==> src/pkg/srec_pkg.sv <==
package srec_pkg;
  // ASCII codes that the parser watches
  localparam logic [7:0] CHAR_S = 8'h53;
  localparam logic [7:0] CHAR_S_LOWER = 8'h73;
  localparam logic [7:0] CHAR_CR = 8'h0D;
  localparam logic [7:0] CHAR_LF = 8'h0A;
  localparam logic [7:0] CHAR_NUL = 8'h00;
  localparam logic [7:0] CHAR_0 = 8'h30;
  localparam logic [7:0] CHAR_9 = 8'h39;
  localparam logic [7:0] CHAR_UA = 8'h41;
  localparam logic [7:0] CHAR_UF = 8'h46;
  localparam logic [7:0] CHAR_LA = 8'h61;
  localparam logic [7:0] CHAR_LF_HEX = 8'h66;
  localparam logic [7:0] HEX_ALPHA_OFS = 8'h0A;
  // Record kinds
  localparam logic [3:0] KIND_HEADER = 4'h0;
  localparam logic [3:0] KIND_DATA16 = 4'h1;
  localparam logic [3:0] KIND_END16 = 4'h9;
  // Field sizes in bytes, and the entry reset value
  localparam logic [7:0] ADDR16_BYTES = 8'h02;
  localparam logic [7:0] CSUM_BYTES = 8'h01;
  localparam logic [7:0] MIN_LEN16 = 8'h03;
  localparam logic [15:0] ENTRY_RESET = 16'h0000;

  // Incoming character
  typedef struct packed {
    logic valid;
    logic [7:0] code;
  } char_t;

  // Memory write request
  typedef struct packed {
    logic valid;
    logic [15:0] addr;
    logic [7:0] data;
  } memWrite_t;

  // Status of the loader
  typedef struct packed {
    logic loading;
    logic done;
    logic csumError;
    logic lenError;
    logic formatError;
    logic [15:0] entry;
  } loadStatus_t;
endpackage : srec_pkg

==> src/rtl/reset_sync.sv <==
`timescale 1ns/1ps
`default_nettype none
module reset_sync (
  // Clock and raw reset
  input wire logic clk_sys,
  input wire logic rst_n,
  // Released copy
  output logic rstSync_n
);
  logic [1:0] stages;

  // Assert at once, release after two edges to avoid metastable release
  always_ff @(posedge clk_sys or negedge rst_n) begin
    if (!rst_n) begin
      stages <= 2'b00;
    end else begin
      stages <= {stages[0], 1'b1};
    end
  end

  assign rstSync_n = stages[1];
endmodule : reset_sync
`default_nettype wire

==> src/rtl/srecord_download_parser.sv <==
// Behaviour
// - Byte is two hex digits, high first
// - Record begins with S and kind digit
// - Length counts address, payload and checksum pairs
// - Address is always two bytes, as in S1 and S9
// - Checksum is complemented low byte sum
// - Accept payloads of zero or more bytes
// - CR, LF, NUL terminate, not content
// - Skip leading junk, resync on S
// - Only S1 data and S9 end act
// - Ignore everything before first data record
// - Header records write nothing to memory
// - Data bytes written at incrementing addresses
// - Kinds two through eight never load
// - End record address becomes entry point
// - One end record, many headers allowed
// - Check pair count and checksum
// - Characters arrive as eight-bit ASCII
`timescale 1ns/1ps
`default_nettype none
module srecord_download_parser
  import srec_pkg::*;
(
  // Clock and reset
  input wire logic clk_sys,
  input wire logic rst_n,
  // Character stream from the serial port
  input wire char_t rxChar,
  // Sticky error clear
  input wire logic clearErrors,
  // Restart for a new download
  input wire logic restart,
  // Memory write port
  output memWrite_t memWrite,
  // Load status
  output loadStatus_t status
);
  ////////////////////////////////////////////////////////////////////////////
  typedef enum logic [5:0] {
    ST_IDLE = 6'b000001,
    ST_KIND = 6'b000010,
    ST_HIGH = 6'b000100,
    ST_LOW = 6'b001000,
    ST_SKIP = 6'b010000,
    ST_DONE = 6'b100000
  } state_t;

  typedef struct packed {
    state_t state;
    logic [3:0] kind;
    logic [3:0] highNibble;
    logic [7:0] byteIndex;
    logic [7:0] length;
    logic [7:0] sum;
    logic [15:0] addr;
    memWrite_t memWrite;
    loadStatus_t status;
  } regs_t;

  regs_t r;
  regs_t next_r;
  logic rstSync_n;
  logic isHex;
  logic [3:0] nibble;
  logic [7:0] byteVal;
  logic [7:0] next_sum;
  logic isTerm;
  logic isStart;

  ////////////////////////////////////////////////////////////////////////////
  // Two-stage release of the reset
  reset_sync resetSync (
    .clk_sys(clk_sys),
    .rst_n(rst_n),
    .rstSync_n(rstSync_n)
  );

  // Hex digit test, either case accepted
  function automatic logic hexValid(input logic [7:0] c);
    hexValid = (c >= CHAR_0 && c <= CHAR_9) ||
               (c >= CHAR_UA && c <= CHAR_UF) ||
               (c >= CHAR_LA && c <= CHAR_LF_HEX);
  endfunction : hexValid

  // Hex digit value; caller checks validity first
  function automatic logic [3:0] hexValue(input logic [7:0] c);
    logic [7:0] v;
    v = 8'h00;
    if (c <= CHAR_9) begin
      v = c - CHAR_0;
    end else if (c <= CHAR_UF) begin
      v = c - CHAR_UA + HEX_ALPHA_OFS;
    end else begin
      v = c - CHAR_LA + HEX_ALPHA_OFS;
    end
    hexValue = v[3:0];
  endfunction : hexValue

  ////////////////////////////////////////////////////////////////////////////
  // Character classification, all codes taken as 8-bit ASCII
  always_comb begin
    isHex = hexValid(rxChar.code);
    nibble = hexValue(rxChar.code);
    byteVal = {r.highNibble, nibble};
    next_sum = r.sum + byteVal;
    isTerm = (rxChar.code == CHAR_CR) || (rxChar.code == CHAR_LF) ||
             (rxChar.code == CHAR_NUL);
    isStart = (rxChar.code == CHAR_S) || (rxChar.code == CHAR_S_LOWER);
  end

  ////////////////////////////////////////////////////////////////////////////
  // Next-state logic for the whole parser
  always_comb begin
    next_r = r;
    next_r.memWrite.valid = 1'b0;
    // Clear loses to a fresh error in the same cycle
    if (clearErrors) begin
      next_r.status.csumError = 1'b0;
      next_r.status.lenError = 1'b0;
      next_r.status.formatError = 1'b0;
    end
    if (restart) begin
      next_r.state = ST_IDLE;
      next_r.status.loading = 1'b0;
      next_r.status.done = 1'b0;
      next_r.status.entry = ENTRY_RESET;
    end else if (rxChar.valid) begin
      unique case (r.state)
        // Hunt for a record start; line numbers and junk fall through
        ST_IDLE, ST_SKIP: begin
          if (isStart) begin
            next_r.state = ST_KIND;
          end
        end
        ST_KIND: begin
          if (!isHex) begin
            next_r.state = ST_IDLE;
            next_r.status.formatError = 1'b1;
          end else begin
            next_r.kind = nibble;
            next_r.byteIndex = 8'h00;
            next_r.sum = 8'h00;
            // Before the first S1 only an S1 is worth parsing
            if (!r.status.loading && nibble != KIND_DATA16) begin
              next_r.state = ST_SKIP;
            end else if (r.status.loading && nibble != KIND_DATA16 &&
                         nibble != KIND_END16) begin
              next_r.state = ST_SKIP;
            end else begin
              next_r.state = ST_HIGH;
            end
          end
        end
        ST_HIGH: begin
          if (isHex) begin
            next_r.highNibble = nibble;
            next_r.state = ST_LOW;
          end else if (isTerm) begin
            // Record ended short of its length
            next_r.state = ST_IDLE;
            next_r.status.lenError = 1'b1;
          end else begin
            next_r.state = ST_IDLE;
            next_r.status.formatError = 1'b1;
          end
        end
        ST_LOW: begin
          if (!isHex) begin
            next_r.state = ST_IDLE;
            next_r.status.formatError = 1'b1;
          end else begin
            next_r.state = ST_HIGH;
            next_r.byteIndex = r.byteIndex + 8'h01;
            next_r.sum = next_sum;
            if (r.byteIndex == 8'h00) begin
              // Length byte; 16-bit records need address and checksum
              next_r.length = byteVal;
              if (byteVal < MIN_LEN16) begin
                next_r.state = ST_IDLE;
                next_r.status.lenError = 1'b1;
              end
            end else if (r.byteIndex == 8'h01) begin
              next_r.addr = {byteVal, 8'h00};
            end else if (r.byteIndex == 8'h02) begin
              next_r.addr = {r.addr[15:8], byteVal};
            end else if (r.byteIndex == r.length) begin
              // Checksum byte closes the record
              next_r.state = ST_SKIP;
              if (~r.sum != byteVal) begin
                next_r.status.csumError = 1'b1;
              end else if (r.kind == KIND_END16) begin
                next_r.state = ST_DONE;
                next_r.status.done = 1'b1;
                next_r.status.loading = 1'b0;
                next_r.status.entry = r.addr;
              end else begin
                next_r.status.loading = 1'b1;
              end
            end else if (r.kind == KIND_DATA16) begin
              // Payload byte; write at once, checksum judged at end
              next_r.memWrite.valid = 1'b1;
              next_r.memWrite.addr = r.addr;
              next_r.memWrite.data = byteVal;
              next_r.addr = r.addr + 16'h0001;
            end
          end
        end
        // Transfer over; everything else waits for a restart
        ST_DONE: begin
          next_r.state = ST_DONE;
        end
        default: begin
          next_r.state = ST_IDLE;
        end
      endcase
    end
  end

  ////////////////////////////////////////////////////////////////////////////
  // State register
  always_ff @(posedge clk_sys or negedge rstSync_n) begin
    if (!rstSync_n) begin
      r <= '{state: ST_IDLE, kind: 4'h0, highNibble: 4'h0,
             byteIndex: 8'h00, length: 8'h00, sum: 8'h00,
             addr: 16'h0000,
             memWrite: '{valid: 1'b0, addr: 16'h0000, data: 8'h00},
             status: '{loading: 1'b0, done: 1'b0, csumError: 1'b0,
                       lenError: 1'b0, formatError: 1'b0,
                       entry: ENTRY_RESET}};
    end else begin
      r <= next_r;
    end
  end

  assign memWrite = r.memWrite;
  assign status = r.status;
endmodule : srecord_download_parser
`default_nettype wire

==> config.mk <==
export PLATFORM = sky130hd
export DESIGN_NAME = srecord_download_parser
export DESIGN_NICKNAME = d
export VERILOG_FILES = /design/src/pkg/srec_pkg.sv /design/src/rtl/reset_sync.sv /design/src/rtl/srecord_download_parser.sv
export SDC_FILE = /design/constraint.sdc
export NUM_CORES = 1
export LEC_CHECK = 0
export BUFFER_PORTS_ARGS = -buffer_cell sky130_fd_sc_hd__buf_2
export CORE_ASPECT_RATIO = 2
export CORE_MARGIN = 4
export CORE_UTILIZATION = 45
export CTS_BUF_LIST = sky130_fd_sc_hd__clkbuf_4 sky130_fd_sc_hd__clkbuf_8 sky130_fd_sc_hd__clkbuf_16
export CTS_CLUSTER_SIZE = 16
export DETAILED_ROUTE_END_ITERATION = 10
export GPL_TIMING_DRIVEN = 0
export PLACE_DENSITY = 0.62
export SYNTH_ARGS = -nofsm -noshare
export SYNTH_HDL_FRONTEND = slang
export SYNTH_SLANG_ARGS = --single-unit
==> constraint.sdc <==
create_clock -name clk_sys -period 9 [get_ports clk_sys]
set_clock_uncertainty 0.15 [all_clocks]
set_input_delay 0.9 -clock clk_sys [delete_from_list [all_inputs] [get_ports clk_sys]]
set_output_delay 0.9 -clock clk_sys [all_outputs]
set_load 0.02 [all_outputs]
==> run_results.csv <==
group,metric,value,unit
global_routing,grt-ovfl-total,0,
worst_setup_path,path_class,"primary input to flop",
worst_setup_path,reg2reg_depth,9,
clocking,clkLatencyLatePin,0.35,ns
timing,slew_viol_final,0,
floorplan,die-area,15600,um^2
final_layout,mostFrequentLayoutCells,"dfrtp_1 (100), buf_2 (60), nor2_1 (56)",
worst_setup_path,reg2reg_from,"byteVal[6]$_DFFE_PN0P_",
final_layout,nNetsFinal,734,
global_routing,grt_max_degree,60,
floorplan,start_util,0.457,
floorplan,fp.dieH,173,um
synthesis,syn_inst,636,
worst_hold_path,hold_class,"primary input to asynchronous set/reset pin",
worst_setup_path,r2r_slack,5.90,ns
timing,fin_crit,5.06,ns
final_layout,area_delta_synth_final,12.7,%
floorplan,die_x,90.3,um
pwr,power.leakage,3.32,nW
synthesis,ys.flop_type,"dfrtp_1",
synthesis,yosysSeqAreaShare,0.418,
synthesis,synthTopCellsByArea,"dfrtp_1 (41%), buf_4 (5.9%), o21ai_0 (3.5%), nor2_1 (3.4%), ha_1 (3.3%)",
routing,drc,0,
timing,slew_headroom,0.254,
final_layout,fillers,1270,
synthesis,synth_warnings,0,
synthesis,synth.avg_cell_area,9.59,um^2
routing,drtPass1Iterations,4,
global_routing,track_usage,0.211,
synthesis,synth_fp_nets,666,
clocking,clockRootBuffer,"clkbuf_16",
synthesis,netlist-cell-type-count,76,
global_routing,grt_pass1_vias,4995,
worst_setup_path,crit_path_end_kind,"flop",
worst_setup_path,worstPathRequired,9.07,ns
synthesis,synth_edf_count,0,
pwr,power_density,128,nW/um^2
final_layout,final_cells,864,
clocking,postCtsSetupBuffers,0,
synthesis,synth_top_cell_by_area,"dfrtp_1",
routing,routed_wl,16100,um
synthesis,synth_simple_gate_area_share,0.182,
synthesis,synth.area.mux_share,0.0757,
clocking,cts_buffers,9,
placement,port_buffers,56,
clocking,holdBufCountCts,0,
pwr,ir_drop,0.0809,mV
placement,dpl.cell_count,848,
final_layout,antenna-diode-count,0,
synthesis,synth_compound_area_frac,0.155,
timing,fin_crit_sh,0.562,
routing,dr.first_iter.drc_count,238,
clocking,cts_tree,"built",
run,max-cap-violations,0,
final_layout,fin_area,6880,um^2
clocking,path_clk_slew,0.07,ns
placement,place_congestion,0.934,
timing,fmax,0.198,GHz
clocking,ctsResizeCount,0,
timing,final_hold_viol_count,0,
synthesis,synth_top_area_share,0.414,
routing,via_per_inst,5.74,
worst_setup_path,startpoint,"rxChar[0]",
clocking,cts_num_sinks,102,
placement,post-dp-hpwl,12400,um
floorplan,boundaryPins,59,
synthesis,async_reset_ff_frac,1.00,
final_layout,drive_above_1_share,0.248,
floorplan,core,13400,um^2
synthesis,synthXorXnorAreaFrac,0.0316,
synthesis,synthAdderAreaFrac,0.0361,
worst_setup_path,crit_end,"status[2]$_DFFE_PN0P_",
pwr,power,0.883,mW
global_routing,grt_pass1_wl,26000,um
status,status,"complete, no violations",
floorplan,num_rows,60,
final_layout,final_util,0.515,
placement,place_area,6600,um^2
worst_setup_path,start_kind,"primary input",
timing,tightest_slew,1.11,ns
timing,setup_viol,0,
timing,fin_setup_tns,0,ns
routing,wire_per_inst,18.6,um
worst_setup_path,regToRegEndpoint,"status[2]$_DFFE_PN0P_",
routing,num_vias,4958,
clocking,h-tree-depth,3,
synthesis,synth_seq_cells,102,
routing,final_antenna_net_count,0,
worst_setup_path,arrival,5.13,ns
clocking,ctsLongestPathBuffers,2,
synthesis,synth_top_family_by_area,"simple AND/OR/NAND/NOR gates",
final_layout,mostFrequentLayoutCell,"dfrtp_1",
worst_setup_path,crit_fanout,10,
synthesis,synth_area,6100,um^2
timing,grt_setup_unrepaired,"false",
global_routing,antenna_found_initial,0,
[logic make-up (layout without fill, tap and decap cells)]
| logic type | after synthesis | in the layout |
|---|---|---|
| AND/OR/NAND/NOR | 213 | 213 |
| AO/OA/AOI/OAI | 139 | 139 |
| buffers and inverters | 103 | 176 |
| flip-flops | 102 | 102 |
| multiplexers | 39 | 39 |
| XOR/XNOR | 22 | 22 |
| adder cells (fa/ha/maj) | 17 | 17 |
| other | 1 | 1 |
[synthesized netlist by cell type, drive strengths merged, types with 2 or more instances]
master,count
dfrtp,101
buf,57
nor2,57
nand2,47
o21ai,44
a21oi,26
inv,24
clkbuf,22
mux2,21
nor3,21
mux2i,18
nand3,18
ha,16
nor4,16
xor2,13
xnor2,9
and3,8
o31ai,8
or2,8
or3,8
a31oi,7
nand4,6
a22oi,5
a32oi,5
nor2b,5
nand2b,4
nor3b,4
o2111ai,4
o211ai,4
o22ai,4
a211oi,3
a21o,3
a22o,3
o21a,3
or4,3
or4b,3
a21boi,2
a41oi,2
and2,2
o31a,2
[final cells by class]
type	instances	area, um^2	area share
plain buffers	79	519	0.0755
clock buffers	10	233	0.0338
clock inverters	6	46.3	0.00673
inverters	24	90.1	0.0131
multi-input cells	431	2940	0.427
flip-flops and latches	102	2560	0.372
well taps	155	194	0.0282
repair buffers	57	300	0.0437
[report_power, final]
group	internal (mW)	total (mW)	switching, mW
Combinational	0.0138	0.0478	0.0341
Clock	0.193	0.370	0.177
Sequential	0.459	0.466	0.00634
Total	0.666	0.883	0.217
[critical path: stages]
cell      delay (ns)
buf_2           0.15
inv_1           0.13
ha_1            0.24
nor4_1          0.07
a311oi_1        0.89
inv_1           0.40
ha_1            0.48
nand3_1         0.15
nor4_1          0.65
nand2_1         0.13
nor3_1          0.22
buf_4           0.27
buf_6           0.20
mux2i_1         0.20
nor2_1          0.05
[state kept, by name (all words and copies together) (netlist names)]
register / cells
memWrite: 25
resetSync.stages: 2
byteVal: 4
status: 21
r: 50
[per-stage QoR]
step           hold slack, ns  worst slack [ns]
2_1_floorplan           0.181              5.09
3_3_place_gp            0.186              3.64
3_5_place_dp            0.195              3.56
4_1_cts                 0.156              3.93
5_1_grt                 0.155              3.56
6_report                0.164              3.94
[how the worst min path moves through the flow]
stage	depth (start not counted)	slack (ns)	end
CTS	1	0.16	resetSync.stages[1]$_DFF_PN0_
global placement	0	0.19	resetSync.stages[1]$_DFF_PN0_
floorplan	0	0.18	resetSync.stages[1]$_DFF_PN0_
finish	1	0.16	resetSync.stages[1]$_DFF_PN0_
global route	1	0.15	resetSync.stages[1]$_DFF_PN0_
detailed placement	0	0.19	resetSync.stages[1]$_DFF_PN0_
[metal layers]
metal | wire length, um | up-vias | global-route usage
li1 | - | 2365 | -
met5 | 0 | - | 0
met3 | 594 | 36 | 0.0318
met1 | 5800 | 2421 | 0.218
met2 | 8960 | 136 | 0.401
met4 | 730 | 0 | 0.109
Power figures use the tool's default switching activity.
